<file path="src/hdl/acs_regs_pkg.sv">
package acs_regs_pkg;

  // ***************************************************************
  // Register offsets (byte addresses in configuration space)
  // ***************************************************************
  localparam logic [11:0] HOT_RESET_OFFSET = 12'h34c;
  localparam logic [11:0] CAP_HEADER_OFFSET = 12'h520;
  localparam logic [11:0] CAP_CTRL_OFFSET = 12'h524;
  localparam logic [11:0] EGRESS_VEC_OFFSET = 12'h528;

  // ***************************************************************
  // Field layout and fixed values
  // ***************************************************************
  localparam logic [15:0] EXT_CAP_ID = 16'h000d;
  localparam logic [3:0] CAP_VERSION = 4'h1;
  localparam logic [11:0] NEXT_PTR_RESET = 12'h270;
  localparam int NEXT_PTR_LSB = 20;
  localparam int VERSION_LSB = 16;
  localparam logic [6:0] CAP_SUPPORT = 7'h7f;
  localparam int VEC_SIZE_LSB = 8;
  localparam logic [7:0] EGRESS_VEC_SIZE = 8'h10;
  localparam int CTRL_LSB = 16;
  localparam int CTRL_BITS = 7;
  localparam int EGRESS_BITS = 16;

  // ***************************************************************
  // Reset values
  // ***************************************************************
  localparam logic HOT_RESET_BLOCK_RESET = 1'h0;
  localparam logic [6:0] CTRL_RESET = 7'h00;
  localparam logic [15:0] EGRESS_VEC_RESET = 16'h0000;

  // Preload targets for serial EEPROM / I2C loader
  typedef enum logic [1:0] {
    LOAD_HOT_RESET,
    LOAD_NEXT_PTR,
    LOAD_CTRL,
    LOAD_EGRESS
  } load_sel_t;

endpackage : acs_regs_pkg

</file>
<file path="src/hdl/cfg_access_if.sv">
`timescale 1ns/10ps
// Write strobe shared by configuration writes and serial preload
interface cfg_access_if;
  logic wrEn;
  logic [11:0] addr;
  logic [31:0] wrData;
  logic [3:0] byteEn;
  modport source (output wrEn, output addr, output wrData, output byteEn);
  modport sink (input wrEn, input addr, input wrData, input byteEn);
endinterface : cfg_access_if

</file>
<file path="src/hdl/cfg_write_merge.sv">
`timescale 1ns/10ps
// Picks between a configuration write and a preload write
module cfg_write_merge (
  // Configuration space write
  input wire logic cfgWrEn,
  input wire logic [11:0] cfgAddr,
  input wire logic [31:0] cfgWrData,
  input wire logic [3:0] cfgByteEn,
  // Preload write
  input wire logic loadEn,
  input wire acs_regs_pkg::load_sel_t loadSel,
  input wire logic [31:0] loadData,
  // Merged write
  cfg_access_if.source wr
);

  // ***************************************************************
  // Preload address map
  // ***************************************************************
  function automatic logic [11:0] loadAddr(input acs_regs_pkg::load_sel_t s);
    case (s)
      acs_regs_pkg::LOAD_HOT_RESET: loadAddr = acs_regs_pkg::HOT_RESET_OFFSET;
      acs_regs_pkg::LOAD_NEXT_PTR: loadAddr = acs_regs_pkg::CAP_HEADER_OFFSET;
      acs_regs_pkg::LOAD_CTRL: loadAddr = acs_regs_pkg::CAP_CTRL_OFFSET;
      default: loadAddr = acs_regs_pkg::EGRESS_VEC_OFFSET;
    endcase
  endfunction : loadAddr

  // Preload wins; the loader runs before software has access
  always_comb begin
    if (loadEn) begin
      wr.wrEn = 1'b1;
      wr.addr = loadAddr(loadSel);
      wr.wrData = loadData;
      wr.byteEn = 4'hf;
    end else begin
      wr.wrEn = cfgWrEn;
      wr.addr = cfgAddr;
      wr.wrData = cfgWrData;
      wr.byteEn = cfgByteEn;
    end
  end

endmodule : cfg_write_merge

</file>
<file path="src/hdl/switch_acs_hot_reset_regs.sv">
`timescale 1ns/10ps
// Summary of operation
// - Bit 0 at 34Ch blocks downstream hot reset
// - Hot reset register only in upstream port
// - Capability header only in downstream ports
// - Header bits 15:0 read 000Dh
// - Header bits 19:16 read version 1h
// - Next pointer default 270h, preloadable
// - Capability bits 6:0 read as one
// - Vector size field reads 10h
// - Bit 16 enables source validation
// - Bit 17 enables translation blocking
// - Bit 18 enables request redirection
// - Bit 19 enables completion redirection
// - Bit 20 enables upstream forwarding
// - Bit 21 enables egress control
// - Bit 22 enables direct translated peer-to-peer
// - Egress vector at 528h, reset zero
module switch_acs_hot_reset_regs (
  // Clock and reset
  input wire logic clk,
  input wire logic arst_n,
  // Port role: 1 for upstream port, 0 for downstream
  input wire logic isUpstream,
  // Configuration space access
  input wire logic cfgWrEn,
  input wire logic cfgRdEn,
  input wire logic [11:0] cfgAddr,
  input wire logic [31:0] cfgWrData,
  input wire logic [3:0] cfgByteEn,
  output logic [31:0] cfgRdData,
  output logic cfgRdHit,
  // Serial EEPROM / I2C preload
  input wire logic loadEn,
  input wire acs_regs_pkg::load_sel_t loadSel,
  input wire logic [31:0] loadData,
  // Controls toward the datapath
  output logic downstreamHotResetBlock,
  output logic sourceValidEn,
  output logic transBlockEn,
  output logic reqRedirectEn,
  output logic cplRedirectEn,
  output logic upstreamFwdEn,
  output logic egressCtrlEn,
  output logic directTransEn,
  output logic [15:0] egressBlockVec
);

  cfg_access_if wr ();

  cfg_write_merge u_merge (
    .cfgWrEn(cfgWrEn),
    .cfgAddr(cfgAddr),
    .cfgWrData(cfgWrData),
    .cfgByteEn(cfgByteEn),
    .loadEn(loadEn),
    .loadSel(loadSel),
    .loadData(loadData),
    .wr(wr.source)
  );

  // ***************************************************************
  // Byte-enabled merge helper
  // ***************************************************************
  function automatic logic [31:0] mergeBytes(input logic [31:0] old,
                                             input logic [31:0] data,
                                             input logic [3:0] be);
    logic [31:0] r;
    r = old;
    for (int i = 0; i < 4; i++) begin
      if (be[i]) begin
        r[i*8 +: 8] = data[i*8 +: 8];
      end
    end
    mergeBytes = r;
  endfunction : mergeBytes

  // ***************************************************************
  // Storage
  // ***************************************************************
  logic hotResetBlock_reg;
  logic hotResetBlock_next;
  logic [11:0] nextPtr_reg;
  logic [11:0] nextPtr_next;
  logic [6:0] ctrl_reg;
  logic [6:0] ctrl_next;
  logic [15:0] egress_reg;
  logic [15:0] egress_next;
  logic [31:0] rdData_reg;
  logic [31:0] rdData_next;
  logic rdHit_reg;
  logic rdHit_next;

  logic hitHot;
  logic hitHdr;
  logic hitCtrl;
  logic hitVec;
  logic [31:0] merged;
  logic [31:0] ctrlMerged;
  logic [31:0] vecMerged;
  logic [31:0] hdrWord;
  logic [31:0] ctrlWord;

  // Decode of the merged write; role gates which port owns what
  always_comb begin
    hitHot = isUpstream && (wr.addr == acs_regs_pkg::HOT_RESET_OFFSET);
    hitHdr = !isUpstream && (wr.addr == acs_regs_pkg::CAP_HEADER_OFFSET);
    hitCtrl = !isUpstream && (wr.addr == acs_regs_pkg::CAP_CTRL_OFFSET);
    hitVec = !isUpstream && (wr.addr == acs_regs_pkg::EGRESS_VEC_OFFSET);
  end

  // ***************************************************************
  // Write path
  // ***************************************************************
  always_comb begin
    hotResetBlock_next = hotResetBlock_reg;
    nextPtr_next = nextPtr_reg;
    ctrl_next = ctrl_reg;
    egress_next = egress_reg;
    merged = mergeBytes(32'h0000_0000, wr.wrData, wr.byteEn);
    // Merge into the stored word first; a call result cannot be sliced
    ctrlMerged = mergeBytes({9'h000, ctrl_reg, 16'h0000}, wr.wrData,
                            wr.byteEn);
    vecMerged = mergeBytes({16'h0000, egress_reg}, wr.wrData, wr.byteEn);
    if (wr.wrEn) begin
      if (hitHot && wr.byteEn[0]) begin
        hotResetBlock_next = merged[0];
      end
      if (hitHdr && loadEn) begin
        nextPtr_next = wr.wrData[acs_regs_pkg::NEXT_PTR_LSB +: 12];
      end
      if (hitCtrl) begin
        ctrl_next = ctrlMerged[acs_regs_pkg::CTRL_LSB +: 7];
      end
      if (hitVec) begin
        egress_next = vecMerged[15:0];
      end
    end
  end

  always_ff @(posedge clk or negedge arst_n) begin
    if (!arst_n) begin
      hotResetBlock_reg <= acs_regs_pkg::HOT_RESET_BLOCK_RESET;
      nextPtr_reg <= acs_regs_pkg::NEXT_PTR_RESET;
      ctrl_reg <= acs_regs_pkg::CTRL_RESET;
      egress_reg <= acs_regs_pkg::EGRESS_VEC_RESET;
    end else begin
      hotResetBlock_reg <= hotResetBlock_next;
      nextPtr_reg <= nextPtr_next;
      ctrl_reg <= ctrl_next;
      egress_reg <= egress_next;
    end
  end

  // ***************************************************************
  // Read path
  // ***************************************************************
  always_comb begin
    hdrWord = {nextPtr_reg, acs_regs_pkg::CAP_VERSION,
               acs_regs_pkg::EXT_CAP_ID};
    ctrlWord = {9'h000, ctrl_reg, acs_regs_pkg::EGRESS_VEC_SIZE, 1'b0,
                acs_regs_pkg::CAP_SUPPORT};
    rdData_next = 32'h0000_0000;
    rdHit_next = 1'b0;
    if (cfgRdEn) begin
      // reserved bits and unmapped reads give zero
      case (cfgAddr)
        acs_regs_pkg::HOT_RESET_OFFSET: begin
          rdHit_next = isUpstream;
          rdData_next = isUpstream ? {31'h0000_0000, hotResetBlock_reg}
                                   : 32'h0000_0000;
        end
        acs_regs_pkg::CAP_HEADER_OFFSET: begin
          rdHit_next = !isUpstream;
          rdData_next = isUpstream ? 32'h0000_0000 : hdrWord;
        end
        acs_regs_pkg::CAP_CTRL_OFFSET: begin
          rdHit_next = !isUpstream;
          rdData_next = isUpstream ? 32'h0000_0000 : ctrlWord;
        end
        acs_regs_pkg::EGRESS_VEC_OFFSET: begin
          rdHit_next = !isUpstream;
          rdData_next = isUpstream ? 32'h0000_0000
                                   : {16'h0000, egress_reg};
        end
        default: begin
          rdHit_next = 1'b0;
          rdData_next = 32'h0000_0000;
        end
      endcase
    end
  end

  always_ff @(posedge clk or negedge arst_n) begin
    if (!arst_n) begin
      rdData_reg <= 32'h0000_0000;
      rdHit_reg <= 1'b0;
    end else begin
      rdData_reg <= rdData_next;
      rdHit_reg <= rdHit_next;
    end
  end

  // ***************************************************************
  // Outputs
  // ***************************************************************
  assign cfgRdData = rdData_reg;
  assign cfgRdHit = rdHit_reg;
  // Controls forced off on the wrong port role so stale state is inert
  assign downstreamHotResetBlock = hotResetBlock_reg && isUpstream;
  assign sourceValidEn = ctrl_reg[0] && !isUpstream;
  assign transBlockEn = ctrl_reg[1] && !isUpstream;
  assign reqRedirectEn = ctrl_reg[2] && !isUpstream;
  assign cplRedirectEn = ctrl_reg[3] && !isUpstream;
  assign upstreamFwdEn = ctrl_reg[4] && !isUpstream;
  assign egressCtrlEn = ctrl_reg[5] && !isUpstream;
  assign directTransEn = ctrl_reg[6] && !isUpstream;
  assign egressBlockVec = isUpstream ? 16'h0000 : egress_reg;

endmodule : switch_acs_hot_reset_regs

</file>
<file path="config.mk">
export PLATFORM = sky130hd
export DESIGN_NAME = switch_acs_hot_reset_regs
export DESIGN_NICKNAME = d
export VERILOG_FILES = /design/src/hdl/acs_regs_pkg.sv /design/src/hdl/cfg_access_if.sv /design/src/hdl/cfg_write_merge.sv /design/src/hdl/switch_acs_hot_reset_regs.sv
export SDC_FILE = /design/constraint.sdc
export NUM_CORES = 1
export LEC_CHECK = 0
export BUFFER_PORTS_ARGS = -buffer_cell sky130_fd_sc_hd__buf_2
export CORE_MARGIN = 3
export CORE_UTILIZATION = 51
export DETAILED_ROUTE_END_ITERATION = 16
export PLACE_DENSITY = 0.85
export SLEW_MARGIN = 30
export SYNTH_ARGS = -nofsm -noshare
export SYNTH_HDL_FRONTEND = slang
export SYNTH_SLANG_ARGS = --single-unit
</file>
<file path="constraint.sdc">
create_clock -name clk -period 1.5 [get_ports clk]
set_clock_uncertainty 0.05 [all_clocks]
set_input_delay 0.15 -clock clk [delete_from_list [all_inputs] [get_ports clk]]
set_output_delay 0.15 -clock clk [all_outputs]
set_load 0.05 [all_outputs]
</file>
==> reports/results.txt, run 1 <==
Root Driver: clkbuf_8
Placer Congestion: 0.854
CP Data Arrival Time: 1.64 ns
CTS tree: built
Worst reg2reg path startpoint: hotResetBlock_reg
Commonest non-fill, non-tap cell in the layout: buf_2
Comb pwr share: 0.261
Worst reg2reg setup slack: 0.51 ns
Die area: 0.00738 mm^2
R2R depth: 4
Status: finished clean
Sink Count: 69
Hold Crit Start: loadData[21]
Met2 WL: 4.60 mm
Cell internal pwr: 3.78 mW
Required time worst endpoint: 1.67 ns
Clock latency reported for the late side of the worst-skew pair: 0.33 ns
Psw: 1.61 mW
WHS Endpoint: nextPtr_reg[1]
Synthesis Warnings: 0
Fmax achieved: 0.682 GHz
Critical path type: in -> reg
Post-route DRC violation count: 0
Commonest cells after routing, fill and taps aside: buf_2, dfrtp_1, mux2_2
Number of library cell types mapped by synthesis: 46
Main combinational cell family by area after synthesis: multiplexers
Hold Vio Cnt, Final: 0
Fin Hold WS: 0.0168 ns
# Max-Cap Violations: 0
Row Count: 28
CP max stage delay: 0.53 ns
Grt ovf: 0
I/O pins: 145
Mapped Cells: 269
Clock Power Share: 0.308
Sw Ratio: 0.299
Pre-antenna DRT Iters: 4
Initial antenna violation count: 0
XOR/XNOR Fraction of Synth Area: 0
Syn_area_per_cell: 12.1 um^2
P_leak: 2.48 nW
Post-synthesis net count: 359
M1 WL: 3.31 mm
Initial core utilization: 0.538
Cell family with most CP delay: simple AND/OR/NAND/NOR gates
Area fraction in and, or, nand and nor cells after synthesis: 0.173
Chip height: 85.9 um
Tmin final: 1.47 ns
Port Buffers: 134
CTS max path bufs: 2
Global-route wire length before repair: 13.8 mm
Max_slew headroom: 0.760
Count of final setup violators: 0
Final instance area: 0.00473 mm^2
Post-layout nets: 536
Area Overhead vs Synth: 45.3%
Routed length on met3: 448 um
Startpoint class of the critical path: input port
Starting DRT DRC Count: 92
Critical-path cell list: buf_6 > or4b_4 > a2bb2o_4 > nor3_4 > buf_12 > mux2_4
Share of post-route cells with drive strength above 1: 0.568
Post-synthesis cell area: 0.00326 mm^2
RSZ-0062 raised after global routing: no
Post-synth EDFFs: 0
Largest register FFs: 32
Pin count of the biggest net entering global routing: 70
Max Used Layer: met4
Core Box Area: 0.00606 mm^2
Final wirelength: 8.56 mm
Clock transition at path regs: 0.07 ns
Synth Flop Type: dfrtp_1
Crit Path Max Fanout: 8
Seq/Total Area, Yosys: 0.531
Routed Antenna Nets: 0
Sequential Power Share: 0.431
Hold Path Cell Cnt: 2
Final Max Slew Viols: 0
Placed inst area: 0.00434 mm^2
Hold Path Class: in -> reg
Pwr Density: 1140 mW/mm^2
Period utilization: 0.977
Chip Width: 85.9 um
Hpwl dp: 6.23 mm
Cts bufs inserted: 9
#FFs+latches synth: 69
Async SR Flop Fraction: 1.00
Critical-path top delay cell: or4b_4
Via count: 2707
Crit path capture type: register
Vias in the first global route: 2864
Tot GR Track Use: 0.240
# fillers: 387
Htree depth: 3
Post-Synth Adder-Cell Area: 0.00768
Drt via density: 5.15
Worst Tran Pin Value: 0.360 ns
Multiplexer share of the synthesized area: 0.203
Critical R2R Capture: hotResetBlock_reg
Crit path buffers/inverters: 2
ANT cells: 0
DR WL/cell: 16.3 um
Peak supply drop: 0.917 mV
Compound-Gate Fraction of Synth Area: 0.0518
-- power groups by stage --
stage | Clock (mW) | Combinational, mW | Sequential (mW)
after floorplan | 0 | 0.987 | 2.29
after global placement | 0 | 1.33 | 2.34
after detailed placement | 0 | 1.36 | 2.36
after CTS | 1.69 | 1.40 | 2.32
after global routing | 1.77 | 1.50 | 2.37
final | 1.66 | 1.40 | 2.33
-- logic make-up (layout without fill, tap and decap cells) --
family,after synthesis,after routing
adder cells (fa/ha/maj),2,2
AND/OR/NAND/NOR,91,91
flip-flops,69,69
multiplexers,60,60
buffers and inverters,22,204
AO/OA/AOI/OAI,25,25
-- worst register-to-register path, delay by kind of cell, from the launching register on --
family	cells	cell delay, ns
simple gates	2	0.19
compound gates	2	0.23
flops	1	0.39
-- metal layers --
layer | vias up | global-route usage
li1 | 1284 | -
met1 | 1304 | 0.286
met2 | 100 | 0.426
met3 | 19 | 0.0355
met4 | 0 | 0.111
met5 | - | 0
-- what timing repair did --
action | CTS | global route
gates resized for setup | 5 | 6
buffers inserted | 1 | 1
hold buffers | 10 | 0
endpoints found under the hold margin | 74 | 0
pin swaps | 5 | 3
setup endpoints to repair | 16 | 21
-- layout make-up --
class / count / area [um^2] / area share
clock inverter: 6 / 86.3 / 0.0182
timing repair buffer: 178 / 1080 / 0.229
multi-input combinational: 178 / 1560 / 0.330
tap: 75 / 93.8 / 0.0198
clock buffer: 10 / 138 / 0.0291
sequential: 69 / 1730 / 0.366
inverter: 10 / 40.0 / 0.00846
-- Yosys cell counts (2+ instances only) --
| library cell | count | area (um^2) |
|---|---|---|
| ha_1 | 2 | 25.0 |
| nand3_1 | 2 | 10.0 |
| nor4_1 | 2 | 12.5 |
| dfrtp_1 | 65 | 1630 |
| and3_1 | 2 | 12.5 |
| a41oi_1 | 2 | 17.5 |
| nor2_1 | 12 | 45.0 |
| nand2b_1 | 4 | 25.0 |
| buf_2 | 2 | 10.0 |
| o21ai_0 | 2 | 10.0 |
| a21oi_1 | 12 | 60.1 |
| and2_1 | 18 | 113 |
| mux2_2 | 49 | 552 |
| nand2_1 | 13 | 48.8 |
| clkbuf_1 | 4 | 15.0 |
| mux2i_1 | 11 | 110 |
| nor3_4 | 2 | 32.5 |
| inv_1 | 10 | 37.5 |
| dfstp_2 | 4 | 105 |
| nor2b_1 | 19 | 119 |
| nand4bb_1 | 2 | 22.5 |
| buf_1 | 3 | 11.3 |
| nor3_1 | 4 | 20.0 |
-- how the worst max path moves through the flow --
stage / depth (start not counted) / slack [ns] / from / end
after CTS: 6 / 0.001 / cfgAddr[0] / egress_reg[9]
after global placement: 7 / -0.36 / loadSel[1] / ctrl_reg[6]
final: 6 / 0.03 / cfgAddr[0] / egress_reg[10]
after global routing: 8 / 0.004 / loadEn / ctrl_reg[2]
after detailed placement: 8 / -0.43 / loadSel[1] / ctrl_reg[0]
after floorplan: 4 / -0.34 / loadEn / egress_reg[0]
-- per-stage QoR --
step	TNS [ns]	utilization	setup WS [ns]	power [mW]	cells
after floorplan	-6.21	-	-0.338	3.28	269
after global placement	-12.20	0.716	-0.356	3.66	498
after detailed placement	-14.61	0.716	-0.426	3.72	498
after CTS	0	0.775	0.00109	5.41	525
after global routing	0	0.781	0.00356	5.64	526
final	0	0.781	0.0340	5.39	526
Note: power is estimated with default switching activity, not from simulation.
==> run 2, diff against run 1 <==
--- a/config.mk
+++ b/config.mk
@@ -5,11 +5,12 @@
 export SDC_FILE = /design/constraint.sdc
 export NUM_CORES = 1
 export LEC_CHECK = 0
+export ABC_AREA = 1
 export BUFFER_PORTS_ARGS = -buffer_cell sky130_fd_sc_hd__buf_2
 export CORE_MARGIN = 3
-export CORE_UTILIZATION = 51
+export CORE_UTILIZATION = 53
 export DETAILED_ROUTE_END_ITERATION = 16
-export PLACE_DENSITY = 0.85
+export PLACE_DENSITY = 0.86
 export SLEW_MARGIN = 30
 export SYNTH_ARGS = -nofsm -noshare
 export SYNTH_HDL_FRONTEND = slang
==> run 2 against run 1 <==
Die area up 8.8%. Sequential power down 12%. Non-clock buffer count down 7. Highest routed layer unchanged. Critical path type is now reg -> out. Setup slack worse by 0.021 ns. Critical endpoint is now egressBlockVec[3]. First-iteration DRC count rose to 2.8 times the previous value.
==> reports/results.txt, run 2 <==
Post-layout nets: 743 (+39%)
Cell family with most CP delay: flip-flops
I/O pins: 145 (unchanged)
Critical-path top delay cell: dfrtp_1
Final Max Slew Viols: 0 (unchanged)
Clock transition at path regs: 0.07 ns (about the same)
CP Data Arrival Time: 1.29 ns (-0.35 ns)
Pre-antenna DRT Iters: 5 (+1)
RSZ-0062 raised after global routing: yes
Chip height: 89.6 um (+4.3%)
Chip Width: 89.6 um (+4.3%)
# Max-Cap Violations: 0 (unchanged)
Initial antenna violation count: 0 (unchanged)
CTS tree: built
Via count: 3788 (+40%)
Commonest non-fill, non-tap cell in the layout: nand2_1
Worst Tran Pin Value: 0.362 ns (+0.00222 ns)
Top-count cell post-synth: nand2_1
Period utilization: 0.991 (+0.0138)
Largest register FFs: 32 (unchanged)
CP max stage delay: 0.37 ns (-0.16 ns)
Critical path type: reg -> out
Total negative slack: 0 ns (unchanged)
Most area-consuming cells after synthesis: dfrtp_1, nand2_1, inv_1
Post-route DRC violation count: 0 (unchanged)
CTS max path bufs: 2 (unchanged)
Synthesis Warnings: 0 (unchanged)
Crit path capture type: primary output
Commonest cells after routing, fill and taps aside: nand2_1, buf_2, dfrtp_1
Startpoint class of the critical path: register
Post-synthesis net count: 582 (+62%)
Design Power: 4.12 mW (-24%)
Drt via density: 5.06 (-1.7%)
Final wirelength: 10.2 mm (+19%)
Max_slew headroom: 0.758 (-0.00233)
Status: finished clean
Crit Path Max Fanout: 2 (-6)
P_leak: 2.83 nW (+14%)
Tot GR Track Use: 0.259 (+0.0183)
Core Box Area: 0.00657 mm^2 (+8.4%)
Post-synth EDFFs: 0 (unchanged)
Hold Path Class: in -> reg
Top-area cell type share of the netlist area: 0.439 (-0.0603)
Htree depth: 3 (unchanged)
Hpwl dp: 7.81 mm (+25%)
Mapped Cells: 492 (+83%)
Placer Congestion: 0.895 (+4.8%)
Crit path buffers/inverters: 2 (unchanged)
Async SR Flop Fraction: 1.00 (unchanged)
DR WL/cell: 13.6 um (-17%)
Share of post-route cells with drive strength above 1: 0.328 (-0.240)
Count of final setup violators: 0 (unchanged)
Port Buffers: 143 (+6.7%)
Hold Vio Cnt, Final: 0 (unchanged)
Starting DRT DRC Count: 257 (+180%)
Post-synth top cells: nand2_1, dfrtp_1, inv_1
Pin count of the biggest net entering global routing: 70 (unchanged)
Area leader, netlist: dfrtp_1
ANT cells: 0 (unchanged)
Die area: 0.00803 mm^2 (+8.8%)
Initial core utilization: 0.564 (+0.0267)
Required time worst endpoint: 1.30 ns (-0.37 ns)
Root Driver: clkbuf_8
Pwr Density: 854 mW/mm^2 (-25%)
Synth Flop Type: dfrtp_1
Global-route wire length before repair: 15.9 mm (+15%)
Tmin final: 1.49 ns (+0.0207 ns)
Seq/Total Area, Yosys: 0.467 (-0.0642)
Fin util: 0.735 (-0.0460)
Sink Count: 69 (unchanged)
Critical-path cell list: inv_1 > nor2_1 > buf_2
Syn_area_per_cell: 7.53 um^2 (-38%)
Vias in the first global route: 3446 (+20%)
Area Overhead vs Synth: 30.2%
Post-CTS Repair Setup Buffers: 0 (-1)
Post-synthesis cell area: 0.00371 mm^2 (+14%)
Routed Antenna Nets: 0 (unchanged)
Peak supply drop: 0.401 mV (-56%)
Row Count: 29 (+3.6%)
Number of library cell types mapped by synthesis: 31 (-33%)
Cts bufs inserted: 9 (unchanged)
Fmax achieved: 0.673 GHz (-1.4%)
#FFs+latches synth: 69 (unchanged)
Clock latency reported for the late side of the worst-skew pair: 0.35 ns (+0.02 ns)
Grt ovf: 0 (unchanged)
-- run 2: changes by cell type after synthesis, moves of 8 or more --
cell,before,now
nand2_1,13,170
mux2_2,49,0
inv_1,10,56
nor2_1,12,42
nand3_1,2,23
nand4_1,0,19
nor2b_1,19,0
o21ai_0,2,20
and2_1,18,1
nor3_1,4,18
mux2i_1,11,0
or2_2,0,9
o211ai_1,1,9
-- run 2: layout make-up --
class,instances,area [um^2]
Multi-Input combinational cell,344,1640
Fill cell,504,1740
Timing Repair Buffer,171,953
Clock buffer,13,159
Clock inverter,1,7.51
Inverter,58,220
Tap cell,93,116
Sequential cell,69,1730
-- run 2: kinds of logic after synthesis --
kind of cell,Yosys count,synth area share
AO/OA/AOI/OAI,40,0.0618
adder cells (fa/ha/maj),2,0.00675
buffers and inverters,79,0.0905
flip-flops,69,0.467
AND/OR/NAND/NOR,302,0.374
-- run 2: path summary, 6_finish.rpt --
| path | cells after the start | endpoint | slack, ns | start |
|---|---|---|---|---|
| max | 3 | egressBlockVec[3] | 0.01 | egress_reg[3] |
| min in group asynchronous | 3 | cfgRdData[29] | 0.30 | arst_n |
| min | 3 | nextPtr_reg[9] | 0.003 | cfgWrData[29] |
| max reg2reg | 6 | cfgRdData[0] | 0.39 | egress_reg[0] |
| min reg2reg | 2 | hotResetBlock_reg | 0.42 | hotResetBlock_reg |
| max in group asynchronous | 3 | nextPtr_reg[4] | 0.79 | arst_n |
-- run 2: metal layers --
metal  vias to the layer above  track usage  wire length (um)
li1                       1868            -                 -
met1                      1723        0.350              4380
met2                       178        0.420              4860
met3                        19       0.0383               728
met4                         0        0.101               201
met5                         -            0                 0
-- run 2: worst register-to-register path: stages, from the launching register on --
cell	delay, ns
dfrtp_1	0.35
inv_1	0.04
nor2_1	0.24
nand3_1	0.13
nand2_1	0.11
nor2_1	0.05
nor2_1	0.08
-- run 2: what timing repair did --
item / CTS / global route
hold buffers: 4 / 0
setup endpoints to repair: 0 / 8
hold endpoints to repair: 68 / 0
gates resized for setup: 0 / 2
-- run 2: metrics by stage --
step / cell area, um^2 / hold WS, ns / worst slack (ns) / cells
6_report: 4830 / 0.00330 / 0.0132 / 749
5_1_grt: 4830 / 0.0219 / -0.00739 / 749
4_1_cts: 4820 / 0.000605 / 0.0404 / 749
3_5_place_dp: 4620 / 0.142 / -0.207 / 731
3_3_place_gp: 4620 / 0.137 / -0.118 / 731
2_1_floorplan: 3710 / -0.196 / 0.0102 / 492
-- run 2: power by group --
group / leakage (nW) / total (mW) / internal (mW) / switching [mW]
clock network: 0.0816 / 1.32 / 0.673 / 0.645
logic: 1.82 / 0.741 / 0.264 / 0.478
registers: 0.934 / 2.06 / 2.01 / 0.0549
total: 2.83 / 4.12 / 2.95 / 1.18
==> run 3, diff against run 2 <==
--- a/config.mk
+++ b/config.mk
@@ -8,9 +8,8 @@
 export ABC_AREA = 1
 export BUFFER_PORTS_ARGS = -buffer_cell sky130_fd_sc_hd__buf_2
 export CORE_MARGIN = 3
-export CORE_UTILIZATION = 53
+export CORE_UTILIZATION = 35
 export DETAILED_ROUTE_END_ITERATION = 16
-export PLACE_DENSITY = 0.86
 export SLEW_MARGIN = 30
 export SYNTH_ARGS = -nofsm -noshare
 export SYNTH_HDL_FRONTEND = slang
==> run 3 against run 2 <==
First-iteration DRC count down 20%. Routed wire length down 0.53%. Largest power group unchanged. Flip-flop and latch count unchanged. Setup slack better by 0.042 ns. Utilization down 24 points. Critical path type unchanged.
==> reports/results.txt, run 3 (synthesized netlist as in run 2, its figures left out) <==
Hold Path Class: in -> reg
Global-route wire length before repair: 16.5 mm (+3.9%)
Post-CTS Repair Setup Buffers: 0 (unchanged)
Pin count of the biggest net entering global routing: 70 (unchanged)
ANT cells: 0 (unchanged)
Initial antenna violation count: 0 (unchanged)
# Max-Cap Violations: 0 (unchanged)
Chip Width: 109 um (+22%)
Fin util: 0.493 (-0.242)
Final instance area: 0.00495 mm^2 (+2.5%)
CP Data Arrival Time: 1.24 ns (-0.05 ns)
Share of post-route cells with drive strength above 1: 0.335 (+0.00710)
Post-layout nets: 745 (+0.27%)
Multi-input logic area: 0.00164 mm^2 (unchanged)
Required time worst endpoint: 1.30 ns (about the same)
Status: finished clean
# fillers: 980 (+94%)
I/O pins: 145 (unchanged)
P_leak: 2.87 nW (+1.3%)
Initial core utilization: 0.369 (-0.195)
Design Power: 4.42 mW (+7.1%)
Pre-CTS setup slack: -0.181 ns (+0.0256 ns)
Worst Slack Setup Final: 0.0552 ns (+0.0419 ns)
Htree depth: 3 (unchanged)
Routed Antenna Nets: 0 (unchanged)
RSZ-0062 raised after global routing: no
Pre-antenna DRT Iters: 4 (-1)
Post-CTS resize count: 0 (unchanged)
Startpoint class of the critical path: register
Root Driver: clkbuf_8
Largest register FFs: 32 (unchanged)
Placed inst area: 0.00470 mm^2 (+1.8%)
DR WL/cell: 12.8 um (-6.0%)
CTS Hold Bufs: 3 (-1)
Port Buffers: 143 (unchanged)
Grt ovf: 0 (unchanged)
Pwr Density: 893 mW/mm^2 (+4.5%)
Hold Vio Cnt, Final: 0 (unchanged)
Critical-path cell list: inv_1 > nor2_1 > buf_2
Peak supply drop: 0.493 mV (+23%)
Row Count: 36 (+24%)
Critical-path top delay cell: dfrtp_1
Reg area: 0.00173 mm^2 (unchanged)
Clock transition at path regs: 0.07 ns (about the same)
Drt via density: 4.54 (-10%)
Area Overhead vs Synth: 33.5%
Worst Tran Pin Value: 0.377 ns (+0.0147 ns)
Final wirelength: 10.1 mm (-0.53%)
Clock latency reported for the late side of the worst-skew pair: 0.33 ns (-0.02 ns)
Starting DRT DRC Count: 206 (-20%)
Count of final setup violators: 0 (unchanged)
Post-route DRC violation count: 0 (unchanged)
Hpwl dp: 8.04 mm (+3.0%)
Crit Path Max Fanout: 2 (unchanged)
Commonest cells after routing, fill and taps aside: nand2_1, buf_2, dfrtp_1
Period utilization: 0.963 (-0.0279)
Via count: 3598 (-5.0%)
Die area: 0.0119 mm^2 (+48%)
Critical path type: reg -> out
Final Max Slew Viols: 0 (unchanged)
CTS tree: built
Tmin final: 1.44 ns (-0.0419 ns)
CP max stage delay: 0.35 ns (-0.02 ns)
Sink Count: 69 (unchanged)
Chip height: 109 um (+22%)
Vias in the first global route: 3452 (+0.17%)
Placer Congestion: 0.825 (-7.7%)
Tot GR Track Use: 0.179 (-0.0796)
Fmax achieved: 0.692 GHz (+2.9%)
Commonest non-fill, non-tap cell in the layout: nand2_1
Cts bufs inserted: 9 (unchanged)
Core Box Area: 0.0100 mm^2 (+53%)
CTS max path bufs: 2 (unchanged)
Max_slew headroom: 0.748 (-0.00982)
Crit path capture type: primary output
## run 3: worst max-delay path, delay by kind of cell (launching register included)
kind	cells	cell delay [ns]
DFF	1	0.35
buffers and inverters	2	0.37
and+or+nand+nor	1	0.20
## run 3: final timing paths
path / from / end / slack (ns) / depth (start not counted)
min in group asynchronous: arst_n / cfgRdData[28] / 0.30 / 3
setup reg to reg: hotResetBlock_reg / cfgRdData[0] / 0.49 / 6
hold reg to reg: ctrl_reg[5] / ctrl_reg[5] / 0.42 / 2
max in group asynchronous: arst_n / nextPtr_reg[5] / 0.77 / 3
hold / removal: cfgWrData[26] / nextPtr_reg[6] / 0.01 / 3
setup / recovery: egress_reg[1] / egressBlockVec[1] / 0.06 / 3
## run 3: layer usage
layer	global-route usage	routed length, um	up-vias
met5	0	0	-
met4	0.0604	89	0
met3	0.0379	727	6
met2	0.269	4520	129
met1	0.256	4780	1590
li1	-	-	1873
## run 3: cell type report
class / instances / share of cell area
flip-flops and latches: 69 / 0.350
repair buffers: 173 / 0.197
clock inverters: 6 / 0.0180
clock buffers: 10 / 0.0258
inverters: 58 / 0.0445
multi-input cells: 344 / 0.331
well taps: 133 / 0.0336
## run 3: metrics by stage
| stage | setup TNS, ns | cells | hold slack [ns] |
|---|---|---|---|
| 2_1_floorplan | 0 | 492 | -0.196 |
| 3_3_place_gp | -2.75 | 774 | 0.146 |
| 3_5_place_dp | -4.98 | 774 | 0.145 |
| 6_report | 0 | 793 | 0.0139 |
| 5_1_grt | 0 | 793 | 0.0105 |
| 4_1_cts | 0 | 793 | 0.00241 |
## run 3: power by group
part | switching [mW] | internal, mW | leakage [nW]
registers | 0.0508 | 2.01 | 0.934
logic | 0.466 | 0.270 | 1.83
clock network | 0.686 | 0.936 | 0.102
